### config.mk
export PLATFORM = sky130hd
export DESIGN_NAME = cidk_top
export DESIGN_NICKNAME = d
export VERILOG_FILES = /design/src/rtl/cidk_pkg.sv /design/src/rtl/cidk_mul_if.sv /design/src/rtl/cidk_top.sv /design/src/rtl/cidk_gain_mul.sv
export SDC_FILE = /design/constraint.sdc
export NUM_CORES = 1
export LEC_CHECK = 0
export ABC_AREA = 1
export BUFFER_PORTS_ARGS = -buffer_cell sky130_fd_sc_hd__buf_2
export CORE_MARGIN = 2
export CORE_UTILIZATION = 62
export DETAILED_ROUTE_END_ITERATION = 16
export PLACE_DENSITY = 0.86
export SYNTH_ARGS = -nofsm -noshare
export SYNTH_HDL_FRONTEND = slang
export SYNTH_SLANG_ARGS = --single-unit
### constraint.sdc
create_clock -name clk -period 8.1 [get_ports clk]
set_input_delay 0.405 -clock clk [delete_from_list [all_inputs] [get_ports clk]]
set_output_delay 0.405 -clock clk [all_outputs]
set_load 0.05 [all_outputs]
### src/rtl/cidk_pkg.sv
// Constants shared by the caller-ID tone keying block.
// Assumes a 32-bit Avalon-MM register bus with word-aligned registers.
package cidk_pkg;

    // Register indices; the byte address is four times the index.
    localparam logic [7:0] IDX_SPACE_AMP  = 8'h45;
    localparam logic [7:0] IDX_SPACE_FREQ = 8'h46;
    localparam logic [7:0] IDX_MARK_AMP   = 8'h47;
    localparam logic [7:0] IDX_MARK_FREQ  = 8'h48;
    localparam logic [7:0] IDX_RISE_GAIN  = 8'h49;
    localparam logic [7:0] IDX_FALL_GAIN  = 8'h4a;
    localparam logic [7:0] IDX_STATUS     = 8'h4b;
    localparam logic [7:0] IDX_RELOAD     = 8'h20;
    localparam logic [7:0] IDX_KEYING     = 8'h6c;

    // Bit position of both enable bits in their registers.
    localparam int unsigned ENABLE_BIT = 6;

    // Coefficient width and reset value.
    localparam int unsigned COEF_W     = 16;
    localparam logic [15:0] COEF_RST   = 16'h0000;

    // Fraction bits of a gain in the transition correction format.
    localparam int unsigned GAIN_FRAC  = 14;

    // Status register bit positions.
    localparam int unsigned ST_ENH     = 0;
    localparam int unsigned ST_LAST    = 1;
    localparam int unsigned ST_CORR    = 2;
    localparam int unsigned ST_BUSY    = 3;

    // Line idles at mark before the first bit is keyed.
    localparam logic        LAST_RST   = 1'b1;

    // Reload sequencer states, Gray coded from SEQ_IDLE through SEQ_LOAD; SEQ_LOAD back to SEQ_IDLE flips both bits.
    typedef enum logic [1:0]
    {
        SEQ_IDLE = 2'b00,
        SEQ_MUL  = 2'b01,
        SEQ_LOAD = 2'b11
    } cidk_seq_e;

endpackage : cidk_pkg

### src/rtl/cidk_mul_if.sv
// Carrier between the keying sequencer and its gain multiplier.
// Assumes both ends run on the same clock.
`timescale 1ns/100ps
interface cidk_mul_if;
    logic        start;    // One-cycle request.
    logic [15:0] amp;      // Amplitude to be corrected.
    logic [15:0] gain;     // Correction factor.
    logic        apply;    // Apply the factor, else pass amplitude.
    logic [15:0] result;   // Registered corrected amplitude.
    logic        done;     // One-cycle completion pulse.

    modport seq (output start, amp, gain, apply, input result, done);
    modport mul (input start, amp, gain, apply, output result, done);
endinterface : cidk_mul_if

### src/rtl/cidk_top.sv
// Caller-ID tone keying coefficient control with its register slave.
// Assumes the oscillator timer expiry and the bit to send are
// synchronous to clk, and that software uses Avalon-MM with waitrequest.
//
// Local design decision: the Avalon-MM slave port.
`timescale 1ns/100ps

// How it works
// - Keying only when both enable bits set.
// - Space expiry loads space amplitude coefficient.
// - Space expiry loads space frequency coefficient.
// - Mark expiry loads mark amplitude coefficient.
// - Mark expiry loads mark frequency coefficient.
// - Space-to-mark scales amplitude by rise gain.
// - Mark-to-space scales amplitude by fall gain.
// - Each coefficient is one whole 16-bit register.
module cidk_top
    import cidk_pkg::*;
#(
    parameter int unsigned ADDR_W = 10
)
(
    // Clock and reset.
    input  wire logic              clk,
    input  wire logic              rst_n,
    // Avalon-MM register slave.
    input  wire logic [ADDR_W-1:0] avs_address,
    input  wire logic              avs_read,
    input  wire logic              avs_write,
    input  wire logic [31:0]       avs_writedata,
    input  wire logic [3:0]        avs_byteenable,
    output logic [31:0]            avs_readdata,
    output logic                   avs_waitrequest,
    // Oscillator timer and bit source.
    input  wire logic              osc_one_timer_expire,
    input  wire logic              tx_bit,
    // Normal oscillator settings, used outside keying mode.
    input  wire logic [15:0]       osc_one_amplitude_in,
    input  wire logic [15:0]       osc_one_frequency_in,
    // Values loaded into oscillator 1.
    output logic [15:0]            osc_one_amplitude,
    output logic [15:0]            osc_one_frequency,
    output logic                   osc_one_load
);

    // Coefficient registers.
    logic [15:0] space_amplitude_coef_r;   // Amplitude for a space.
    logic [15:0] space_frequency_coef_r;   // Frequency for a space.
    logic [15:0] mark_amplitude_coef_r;    // Amplitude for a mark.
    logic [15:0] mark_frequency_coef_r;    // Frequency for a mark.
    logic [15:0] rise_transition_gain_r;   // Factor on space to mark.
    logic [15:0] fall_transition_gain_r;   // Factor on mark to space.

    // Enable bits.
    logic        keying_enable_r;            // Keying mode request.
    logic        oscillator_reload_enable_r; // Oscillator reload enable.
    logic        enhanced;                   // Both enables set.

    // Bus handshake.
    logic        ack_r;                 // Answer given this cycle.
    logic        req;                   // A read or a write is pending.
    logic        take;                  // Request accepted at this edge.
    logic [7:0]  idx;                   // Register index from address.
    logic        hit;                   // Index maps to a register.
    logic [31:0] rd_mux;                // Read data before the register.
    logic [15:0] wr_lo;                 // Low half merged with lanes.

    // Sequencer.
    cidk_seq_e   state_r;               // Reload sequencer state.
    cidk_seq_e   state_nxt;             // Its next value.
    logic        last_bit_r;            // Bit sent in the last period.
    logic        corr_r;                // Last reload had a correction.
    logic [15:0] freq_hold_r;           // Frequency waiting for load.
    logic        sel_mark;              // Mark set chosen.
    logic        change;                // Bit differs from last one.

    // Link to the gain multiplier.
    cidk_mul_if  mul_bus ();

    // Multiplier instance.
    cidk_gain_mul cidk_gain_mul_i
    (
        .clk   (clk),
        .rst_n (rst_n),
        .m     (mul_bus.mul)
    );

    // Keying runs only while both enables are set.
    assign enhanced = keying_enable_r & oscillator_reload_enable_r;

    // Request decode; one wait cycle before each answer.
    assign req             = avs_read | avs_write;
    assign take            = req & ack_r;
    assign avs_waitrequest = req & ~ack_r;
    assign idx             = avs_address[9:2];

    // Acknowledge one cycle after a request appears, then drop.
    always_ff @(posedge clk)
    begin
        if (!rst_n)
        begin
            ack_r <= 1'b0;
        end
        else
        begin
            ack_r <= req & ~ack_r;
        end
    end

    // Merge byte lanes into the low half of a register.
    function automatic logic [15:0] merge16
    (
        input logic [15:0] old,
        input logic [31:0] wd,
        input logic [3:0]  be
    );
        logic [15:0] v;
        v = old;
        if (be[0])
        begin
            v[7:0] = wd[7:0];
        end
        if (be[1])
        begin
            v[15:8] = wd[15:8];
        end
        return v;
    endfunction : merge16

    // Shared merge helper for the coefficient being written.
    always_comb
    begin
        case (idx)
            IDX_SPACE_AMP:  wr_lo = space_amplitude_coef_r;
            IDX_SPACE_FREQ: wr_lo = space_frequency_coef_r;
            IDX_MARK_AMP:   wr_lo = mark_amplitude_coef_r;
            IDX_MARK_FREQ:  wr_lo = mark_frequency_coef_r;
            IDX_RISE_GAIN:  wr_lo = rise_transition_gain_r;
            IDX_FALL_GAIN:  wr_lo = fall_transition_gain_r;
            default:        wr_lo = 16'h0000;
        endcase
        wr_lo = merge16(wr_lo, avs_writedata, avs_byteenable);
    end

    // Coefficient writes; only the enabled byte lanes of the register change.
    always_ff @(posedge clk)
    begin
        if (!rst_n)
        begin
            space_amplitude_coef_r <= COEF_RST;
            space_frequency_coef_r <= COEF_RST;
            mark_amplitude_coef_r  <= COEF_RST;
            mark_frequency_coef_r  <= COEF_RST;
            rise_transition_gain_r <= COEF_RST;
            fall_transition_gain_r <= COEF_RST;
        end
        else if (take && avs_write)
        begin
            case (idx)
                IDX_SPACE_AMP:  space_amplitude_coef_r <= wr_lo;
                IDX_SPACE_FREQ: space_frequency_coef_r <= wr_lo;
                IDX_MARK_AMP:   mark_amplitude_coef_r  <= wr_lo;
                IDX_MARK_FREQ:  mark_frequency_coef_r  <= wr_lo;
                IDX_RISE_GAIN:  rise_transition_gain_r <= wr_lo;
                IDX_FALL_GAIN:  fall_transition_gain_r <= wr_lo;
                default:        ;
            endcase
        end
    end

    // Enable bit writes; only byte lane 0 carries bit 6.
    always_ff @(posedge clk)
    begin
        if (!rst_n)
        begin
            keying_enable_r            <= 1'b0;
            oscillator_reload_enable_r <= 1'b0;
        end
        else if (take && avs_write && avs_byteenable[0])
        begin
            if (idx == IDX_KEYING)
            begin
                keying_enable_r <= avs_writedata[ENABLE_BIT];
            end
            if (idx == IDX_RELOAD)
            begin
                oscillator_reload_enable_r <= avs_writedata[ENABLE_BIT];
            end
        end
    end

    // Read multiplexer; unmapped indices read as zero.
    always_comb
    begin
        rd_mux = 32'h0000_0000;
        hit    = 1'b1;
        case (idx)
            IDX_SPACE_AMP:  rd_mux[15:0] = space_amplitude_coef_r;
            IDX_SPACE_FREQ: rd_mux[15:0] = space_frequency_coef_r;
            IDX_MARK_AMP:   rd_mux[15:0] = mark_amplitude_coef_r;
            IDX_MARK_FREQ:  rd_mux[15:0] = mark_frequency_coef_r;
            IDX_RISE_GAIN:  rd_mux[15:0] = rise_transition_gain_r;
            IDX_FALL_GAIN:  rd_mux[15:0] = fall_transition_gain_r;
            IDX_KEYING:     rd_mux[ENABLE_BIT] = keying_enable_r;
            IDX_RELOAD:     rd_mux[ENABLE_BIT] = oscillator_reload_enable_r;
            IDX_STATUS:
            begin
                rd_mux[ST_ENH]  = enhanced;
                rd_mux[ST_LAST] = last_bit_r;
                rd_mux[ST_CORR] = corr_r;
                rd_mux[ST_BUSY] = (state_r != SEQ_IDLE);
            end
            default:        hit = 1'b0;
        endcase
        if (!hit)
        begin
            rd_mux = 32'h0000_0000;
        end
    end

    // Read data come from a register, loaded while the answer is pending.
    always_ff @(posedge clk)
    begin
        if (!rst_n)
        begin
            avs_readdata <= 32'h0000_0000;
        end
        else if (avs_read && !ack_r)
        begin
            avs_readdata <= rd_mux;
        end
    end

    // Pending bit picks the set; a change from the last bit corrects.
    assign sel_mark = tx_bit;
    assign change   = tx_bit != last_bit_r;

    // Request to the multiplier at timer expiry.
    always_comb
    begin
        mul_bus.start = (state_r == SEQ_IDLE) && osc_one_timer_expire;
        mul_bus.amp   = osc_one_amplitude_in;
        mul_bus.gain  = 16'h0000;
        mul_bus.apply = 1'b0;
        if (enhanced)
        begin
            if (sel_mark)
            begin
                mul_bus.amp   = mark_amplitude_coef_r;
                mul_bus.gain  = rise_transition_gain_r;
            end
            else
            begin
                mul_bus.amp   = space_amplitude_coef_r;
                mul_bus.gain  = fall_transition_gain_r;
            end
            mul_bus.apply = change;
        end
    end

    // Sequencer next state: expiry, multiply, load.
    always_comb
    begin
        state_nxt = state_r;
        case (state_r)
            SEQ_IDLE:
            begin
                if (osc_one_timer_expire)
                begin
                    state_nxt = SEQ_MUL;
                end
            end
            SEQ_MUL:
            begin
                if (mul_bus.done)
                begin
                    state_nxt = SEQ_LOAD;
                end
            end
            SEQ_LOAD: state_nxt = SEQ_IDLE;
            default:  state_nxt = SEQ_IDLE;
        endcase
    end

    // Sequencer state register.
    always_ff @(posedge clk)
    begin
        if (!rst_n)
        begin
            state_r <= SEQ_IDLE;
        end
        else
        begin
            state_r <= state_nxt;
        end
    end

    // Capture the frequency and bit history at expiry.
    always_ff @(posedge clk)
    begin
        if (!rst_n)
        begin
            freq_hold_r <= 16'h0000;
            last_bit_r  <= LAST_RST;
            corr_r      <= 1'b0;
        end
        else if (mul_bus.start)
        begin
            if (!enhanced)
            begin
                freq_hold_r <= osc_one_frequency_in;
                corr_r      <= 1'b0;
            end
            else
            begin
                if (sel_mark)
                begin
                    freq_hold_r <= mark_frequency_coef_r;
                end
                else
                begin
                    freq_hold_r <= space_frequency_coef_r;
                end
                last_bit_r <= tx_bit;
                corr_r     <= change;
            end
        end
    end

    // Load oscillator 1 once the amplitude is ready.
    always_ff @(posedge clk)
    begin
        if (!rst_n)
        begin
            osc_one_amplitude <= 16'h0000;
            osc_one_frequency <= 16'h0000;
            osc_one_load      <= 1'b0;
        end
        else
        begin
            osc_one_load <= mul_bus.done;
            if (mul_bus.done)
            begin
                osc_one_amplitude <= mul_bus.result;
                osc_one_frequency <= freq_hold_r;
            end
        end
    end

endmodule : cidk_top

### src/rtl/cidk_gain_mul.sv
// Gain multiplier for the oscillator amplitude.
// Assumes an unsigned factor with GAIN_FRAC fraction bits.
`timescale 1ns/100ps
module cidk_gain_mul
    import cidk_pkg::*;
(
    // Clock and reset.
    input  wire logic clk,
    input  wire logic rst_n,
    // Request and answer.
    cidk_mul_if.mul   m
);

    // Full product of amplitude and factor.
    logic [31:0] prod;
    // Scaled product, saturated to 16 bits.
    logic [15:0] scaled;

    // Scale down the product and clamp any overflow.
    always_comb
    begin
        prod   = m.amp * m.gain;
        scaled = prod[GAIN_FRAC +: 16];
        if (prod[31:GAIN_FRAC + 16] != '0)
        begin
            scaled = 16'hffff;
        end
    end

    // Register the answer one cycle after the request.
    always_ff @(posedge clk)
    begin
        if (!rst_n)
        begin
            m.result <= 16'h0000;
            m.done   <= 1'b0;
        end
        else
        begin
            m.done <= m.start;
            if (m.start)
            begin
                m.result <= m.apply ? scaled : m.amp;
            end
        end
    end

endmodule : cidk_gain_mul

Word level (Yosys, flattened, before mapping):

Index checks and enable logic that the tools add are counted.
Widths: inputs -> output; s select.

* $mul: 1
* equality and inequality tests: 13
* mux-type cells: 21
* bitwise logic cells: 5
* reduce and logical (&&, ||, !) cells: 19

Operator list (number)
* $mux 16: 9
* $pmux 16 s5: 1
* $eq 8x7->1 const B: 8
* $pmux 9 s6: 1
* $mul 16x16->32: 1
* $pmux 4 s7: 1
* $reduce_and 2->1: 10
* $mux 8: 2
* $pmux 2 s6: 1
* $reduce_or 9->1: 1
* $eq 8x6->1 const B: 1
* $pmux 1 s8: 1
* $logic_and 1x1->1: 4
* $mux 2: 2
* $pmux 2 s2: 1
* $reduce_bool 2->1: 2
* $and 1x1->1: 3
* $eq 2x1->1 const B: 1
* $logic_not 2->1: 1
* $mux 1: 2
* $ne 2x1->1 const B: 1
* $ne 2x2->1 const B: 1
* $logic_not 1->1: 1
* $ne 1x1->1: 1
* other kinds (2): 2

* register bits: 201
* bits of input ports: 84
* output and inout bits: 66
* word-level logic and storage cells: 78

Depth between registers and ports, before layout:

* depth after elaboration: 6
* depth in mapped cells: 34
* gate-level depth less buffers: 30

By module:

Synthesis repeated with hierarchy kept, for this count alone.

* cells, all modules: 2730
* area, all modules: 18679.2 um^2

Modules (own cells, without submodules)
* cidk_gain_mul: times used 1, cells an instance 1375, area an instance 9779.4 um^2, seq. area each 340.3 um^2
* cidk_top: times used 1, cells an instance 1355, area an instance 8899.8 um^2, seq. area each 3363.2 um^2

Least setup slack after synthesis:

Ideal clock, no wire load.

* path type: input port to flip-flop
* start: input port tx_bit
* end: register cidk_gain_mul_i.m.result[2]
* library setup time: 0.135 ns
* arrival time: 6.653 ns
* data required time: 7.965 ns
* path slack: 1.312 ns
* stages: 30
* path buffers: 5
* cell sequence: buf_6 > buf_2 > buf_1 > nor2_1 > nor3_1 > clkbuf_1 > nand2_1 > fa_1 > inv_1 > fa_1 > inv_1 > fa_1 > inv_1 > fa_1 > fa_1 > inv_1 > fa_1 > inv_1 > ha_1 > a21oi_1 > o21ai_0 > a21oi_1 > nor2_1 > a211oi_1 > nand3_2 > nand2_4 > buf_6 > nand4_1 > nand2_1 > a21oi_2

* word-level cells in the longest chain between the ends: 6
* elaborated cells on any way between the ends: 10
* those cells by class: mul (1); eq/ne (1); mux (7); reduce/logical (1)

Ends and longest elaborated chain
* from (decl): line cidk_top.sv:36 `input wire logic tx_bit,`
* $mux 16: line cidk_top.sv:247 `if (sel_mark)`
* $mux 16: line cidk_top.sv:245 `if (enhanced)`
* $mul 16x16->32: line cidk_gain_mul.sv:22 `prod = m.amp * m.gain;`
* $reduce_bool 2->1: line cidk_gain_mul.sv:24 `if (prod[31:GAIN_FRAC + 16] != '0)`
* $mux 16: line cidk_gain_mul.sv:24
* $mux 16 (*): line cidk_gain_mul.sv:43 `m.result <= m.apply ? scaled : m.amp;`
* to (signal assigned): line cidk_gain_mul.sv:43
* to (decl): line cidk_mul_if.sv:13 `modport mul (input start, amp, gain, apply, output result, done);`

Every way passes the cells marked *; elsewhere a longest branch is shown, timed or not.
A chain may end at the register's enable or synchronous reset.

Worst setup path after layout:

* start: register keying_enable_r
* end: register cidk_gain_mul_i.m.result[2]

* word-level cells in the longest chain between the ends: 6
* elaborated cells on any way between the ends: 8
* those cells by class: mul (1); mux (5); bitwise (1); reduce/logical (1)

Ends and longest elaborated chain
* from (decl): line cidk_top.sv:55 `logic keying_enable_r;`
* from (signal assigned): line cidk_top.sv:183 `keying_enable_r <= avs_writedata[ENABLE_BIT];`
* $and 1x1->1 (*): line cidk_top.sv:89 `assign enhanced = keying_enable_r & oscillator_reload_enable_r;`
* $mux 16: line cidk_top.sv:245
* $mul 16x16->32: line cidk_gain_mul.sv:22
* $reduce_bool 2->1: line cidk_gain_mul.sv:24
* $mux 16: line cidk_gain_mul.sv:24
* $mux 16 (*): line cidk_gain_mul.sv:43

Marks and branches as above.

==> results.txt <==
----------------------------------------------------
[Synthesis]
  Share of the yosys chip area belonging to registers ... 21.29%
  Avg Inst Size Synth ... 7.287 um^2
  Library cells used by synthesis ... 49
  Post-synthesis sequential element count ... 185
  Synth warn ... 0
  Cell area after technology mapping ... 17390 um^2
  Post-Syn Instances ... 2387
  Count of flip-flops with a built-in enable after synthesis ... 0
  Most used flip-flop cell after synthesis ... sky130_fd_sc_hd__dfxtp_1
  Share of flip-flops with an asynchronous set or reset after synthesis ... 0%

[Floorplanning]
  Die outline area ... 29410 um^2
  Area inside the core boundary ... 27710 um^2
  Starting density of the core ... 62.78%
  Die Y ... 171.5 um
  Boundary Pins ... 150
  Die span in x ... 171.5 um
  Cell row count ... 61

[Hold path]
  End point of the most critical hold path ... freq_hold_r[10]
  Classification of the worst-slack hold path ... primary input to flop
  Count of cells along the worst hold path ... 3
  Worst Hold Launch ... osc_one_frequency_in[10]

[Global route]
  Met2 capacity usage during global routing ... 56.47%
  Met1 global-route usage ... 47.21%
  Overall Global Routing Usage ... 36.37%
  Via count of the first global-routing pass ... 15970
  Gr busiest metal ... met2
  Met3 GRT Util ... 10.33%
  First-pass GRT wire length ... 82.24 mm
  Largest net degree at the start of global routing ... 116
  Antenna violations before repair ... 4
  Total congestion overflow after global routing ... 0

[Power]
  Power share of the combinational group ... 11.5%
  Power, Total ... 2046 uW
  Clk pwr share ... 42.2%
  Switching power ... 607.3 uW
  Fraction of power consumed by sequential logic ... 46.3%
  Internal Power ... 1438 uW
  Pwr dens ... 108.4 nW/um^2
  Switching Share ... 29.69%
  Total leakage power ... 0.009482 uW
  Worst ir drop on vdd ... 0.0001355 V

[Final layout]
  Most common library cell in the layout ignoring fill and taps ... sky130_fd_sc_hd__inv_1
  Area growth from synthesis to layout ... 8.502%
  Final Non-Filler Cells ... 2847
  Fraction of layout instances using a drive strength above 1 ... 9.923%
  Share of the core filled with cells in the final layout ... 68.12%
  Highest-count cells in the layout ignoring fill and taps ... sky130_fd_sc_hd__inv_1 (493), sky130_fd_sc_hd__nand2_1 (317), sky130_fd_sc_hd__nor2_1 (279)
  Number of diodes added for antenna fixing ... 0
  Number of filler instances in the final layout ... 2293
  Number of nets in the layout ... 2834

[Worst setup path]
  Startpoint type of the worst setup path ... flop
  Endpoint of the lowest-slack register-to-register path ... cidk_gain_mul_i.m.result[2]
  Capturing element type of the critical path ... flop
  CP peak stage delay ... 550 ps
  Critical path launch point ... keying_enable_r
  Worst-path cell with the longest stage delay ... sky130_fd_sc_hd__fa_1
  Critical path class ... flop to flop
  Data arrival time of the critical path ... 7810 ps
  Worst-case register-to-register setup slack ... 600 ps
  Crit Reg-Reg Startpoint ... keying_enable_r
  Depth of the worst register-to-register path ... 29
  Number of buffer and inverter stages on the critical path ... 7
  Data required time at the worst endpoint ... 8420 ps
  Category of cells accounting for the largest share of critical-path delay ... adder cells
  Most frequent CP cell ... sky130_fd_sc_hd__fa_1
  Maximum fanout encountered on the critical timing path ... 16

[Clock tree]
  Clock tree from TritonCTS ... done
  Root Buffer Master ... sky130_fd_sc_hd__clkbuf_16
  Clock Pin Slew Worst Setup and Hold Paths ... 80 ps
  Max clock buf depth ... 2
  CTS buffer count ... 17
  Worst-Skew Late Latency ... 450 ps
  Setup fix buffers added after clock tree synthesis ... 0
  Number of gates resized after cts ... 0
  Clk sinks ... 185
  Hold-fix buffer count after cts ... 0
  Number of H-tree levels ... 4

[Route]
  Drt initial violations ... 2412
  DRC ... 0
  ANT nets after route ... 0
  Number of iterations in the first detailed-routing pass ... 6
  Routed WL ... 53.35 mm
  Detailed-route vias per instance ... 5.875
  Routed length per instance ... 18.74 um
  Count of vias placed by the detailed router ... 16730

[Timing]
  Minimum period implied by the final worst setup slack ... 7495 ps
  Final Max Tran Viols ... 0
  Setup tns final ... 0 ps
  Final Hold Vio Count ... 0
  Final setup viols ... 0
  Worst slew margin ... 13.06%
  Fraction of the cycle the final worst path needs ... 92.54%
  Post-route clock skew ... 17.06 ps
  Maximum clock frequency ... 133.4 MHz
  Setup repair after global routing missed its margin ... false
  Transition time at the pin with the least slew margin ... 1300 ps

[Status]
  Result of the run ... complete, no violations

[Flow run]
  MaxCap Viol Count ... 0

[Place]
  Global placement routability congestion ... 1.050
  Placed wire-length estimate after detailed placement ... 39.66 mm
  Placed cell count ... 2815
  Port Buf Inserts ... 113

----------------------------------------------------
final cells by class:
class | count | area, um^2 | share of cell area [%]
Clock buffer | 18 | 439.2 | 2.327
Clock inverter | 14 | 176.4 | 0.9348
Inverter | 508 | 1914 | 10.14
Multi-Input combinational cell | 1591 | 11290 | 59.81
Sequential cell | 185 | 3704 | 19.62
Tap cell | 378 | 473.0 | 2.506
Timing Repair Buffer | 153 | 878.3 | 4.654
power by group through the flow:
stage | registers [uW] | logic (uW) | clock network (uW)
3_5_place_dp | 967 | 227 | 0
3_3_place_gp | 966 | 224 | 0
5_1_grt | 949 | 249 | 899
4_1_cts | 946 | 228 | 865
6_report | 946 | 235 | 864
2_1_floorplan | 999 | 124 | 0
worst min-delay path: stages:
cell                      delay (ps)
sky130_fd_sc_hd__buf_2            80
sky130_fd_sc_hd__a21oi_1          50
sky130_fd_sc_hd__a21oi_1         110
metal layers:
metal / vias to the layer above / wire length (um)
met5: - / 21
met4: 4 / 2595
li1: 7559 / -
met2: 1043 / 23780
met1: 7931 / 20320
met3: 188 / 6635
synth_stat cells (19+ instances only):
cell type | number | area share (%)
sky130_fd_sc_hd__a21oi_1 | 247 | 7.1
sky130_fd_sc_hd__o21ai_0 | 209 | 6.0
sky130_fd_sc_hd__nor3_1 | 25 | 0.72
sky130_fd_sc_hd__ha_1 | 101 | 7.3
sky130_fd_sc_hd__fa_1 | 193 | 22
sky130_fd_sc_hd__nand4_1 | 19 | 0.68
sky130_fd_sc_hd__dfxtp_1 | 185 | 21
sky130_fd_sc_hd__nand2_1 | 318 | 6.9
sky130_fd_sc_hd__clkbuf_1 | 84 | 1.8
sky130_fd_sc_hd__nor2_1 | 279 | 6.0
sky130_fd_sc_hd__o21ai_1 | 19 | 0.55
sky130_fd_sc_hd__o22ai_1 | 23 | 0.83
sky130_fd_sc_hd__inv_1 | 493 | 11
worst max path at each step:
stage / to / cells after the start
after global routing: cidk_gain_mul_i.m.result[2] / 29
after global placement: cidk_gain_mul_i.m.result[2] / 27
after floorplan: cidk_gain_mul_i.m.result[2] / 30
after detailed placement: cidk_gain_mul_i.m.result[2] / 27
final: cidk_gain_mul_i.m.result[2] / 29
after CTS: cidk_gain_mul_i.m.result[2] / 29
sequential cells by signal (all words and copies together), names as in the netlist:
| register | count |
|---|---|
| osc_one_load | 1 |
| osc_one_amplitude | 16 |
| keying_enable_r | 1 |
| fall_transition_gain_r | 16 |
| cidk_gain_mul_i.m.result | 16 |
| rise_transition_gain_r | 16 |
| space_amplitude_coef_r | 16 |
| space_frequency_coef_r | 16 |
| ack_r | 1 |
| avs_readdata | 16 |
| last_bit_r | 1 |
| mark_amplitude_coef_r | 16 |
| mark_frequency_coef_r | 16 |
| state_r | 2 |
| cidk_gain_mul_i.m.done | 1 |
| freq_hold_r | 16 |
| corr_r | 1 |
| oscillator_reload_enable_r | 1 |
| osc_one_frequency | 16 |
logic make-up after synthesis:
family	count (synthesis)	share of synthesized area, %
AO/OA/AOI/OAI	564	17.59
XOR/XNOR	11	0.5539
adder cells (fa/ha/maj)	294	29.48
buffers and inverters	626	14.15
flip-flops	185	21.29
other	1	0.02156
AND/OR/NAND/NOR	706	16.91
stage by stage:
stage | setup slack, ps | area [um^2] | hold WS [ps]
final | 604.5 | 18870 | 233.4
after global routing | 303.2 | 18870 | 219.9
after CTS | 720.3 | 18870 | 224.0
after detailed placement | 709.9 | 18260 | 445.7
after global placement | 824.0 | 18260 | 433.0
after floorplan | 1312 | 17450 | 422.8
Note: power is estimated with default switching activity, not from simulation.
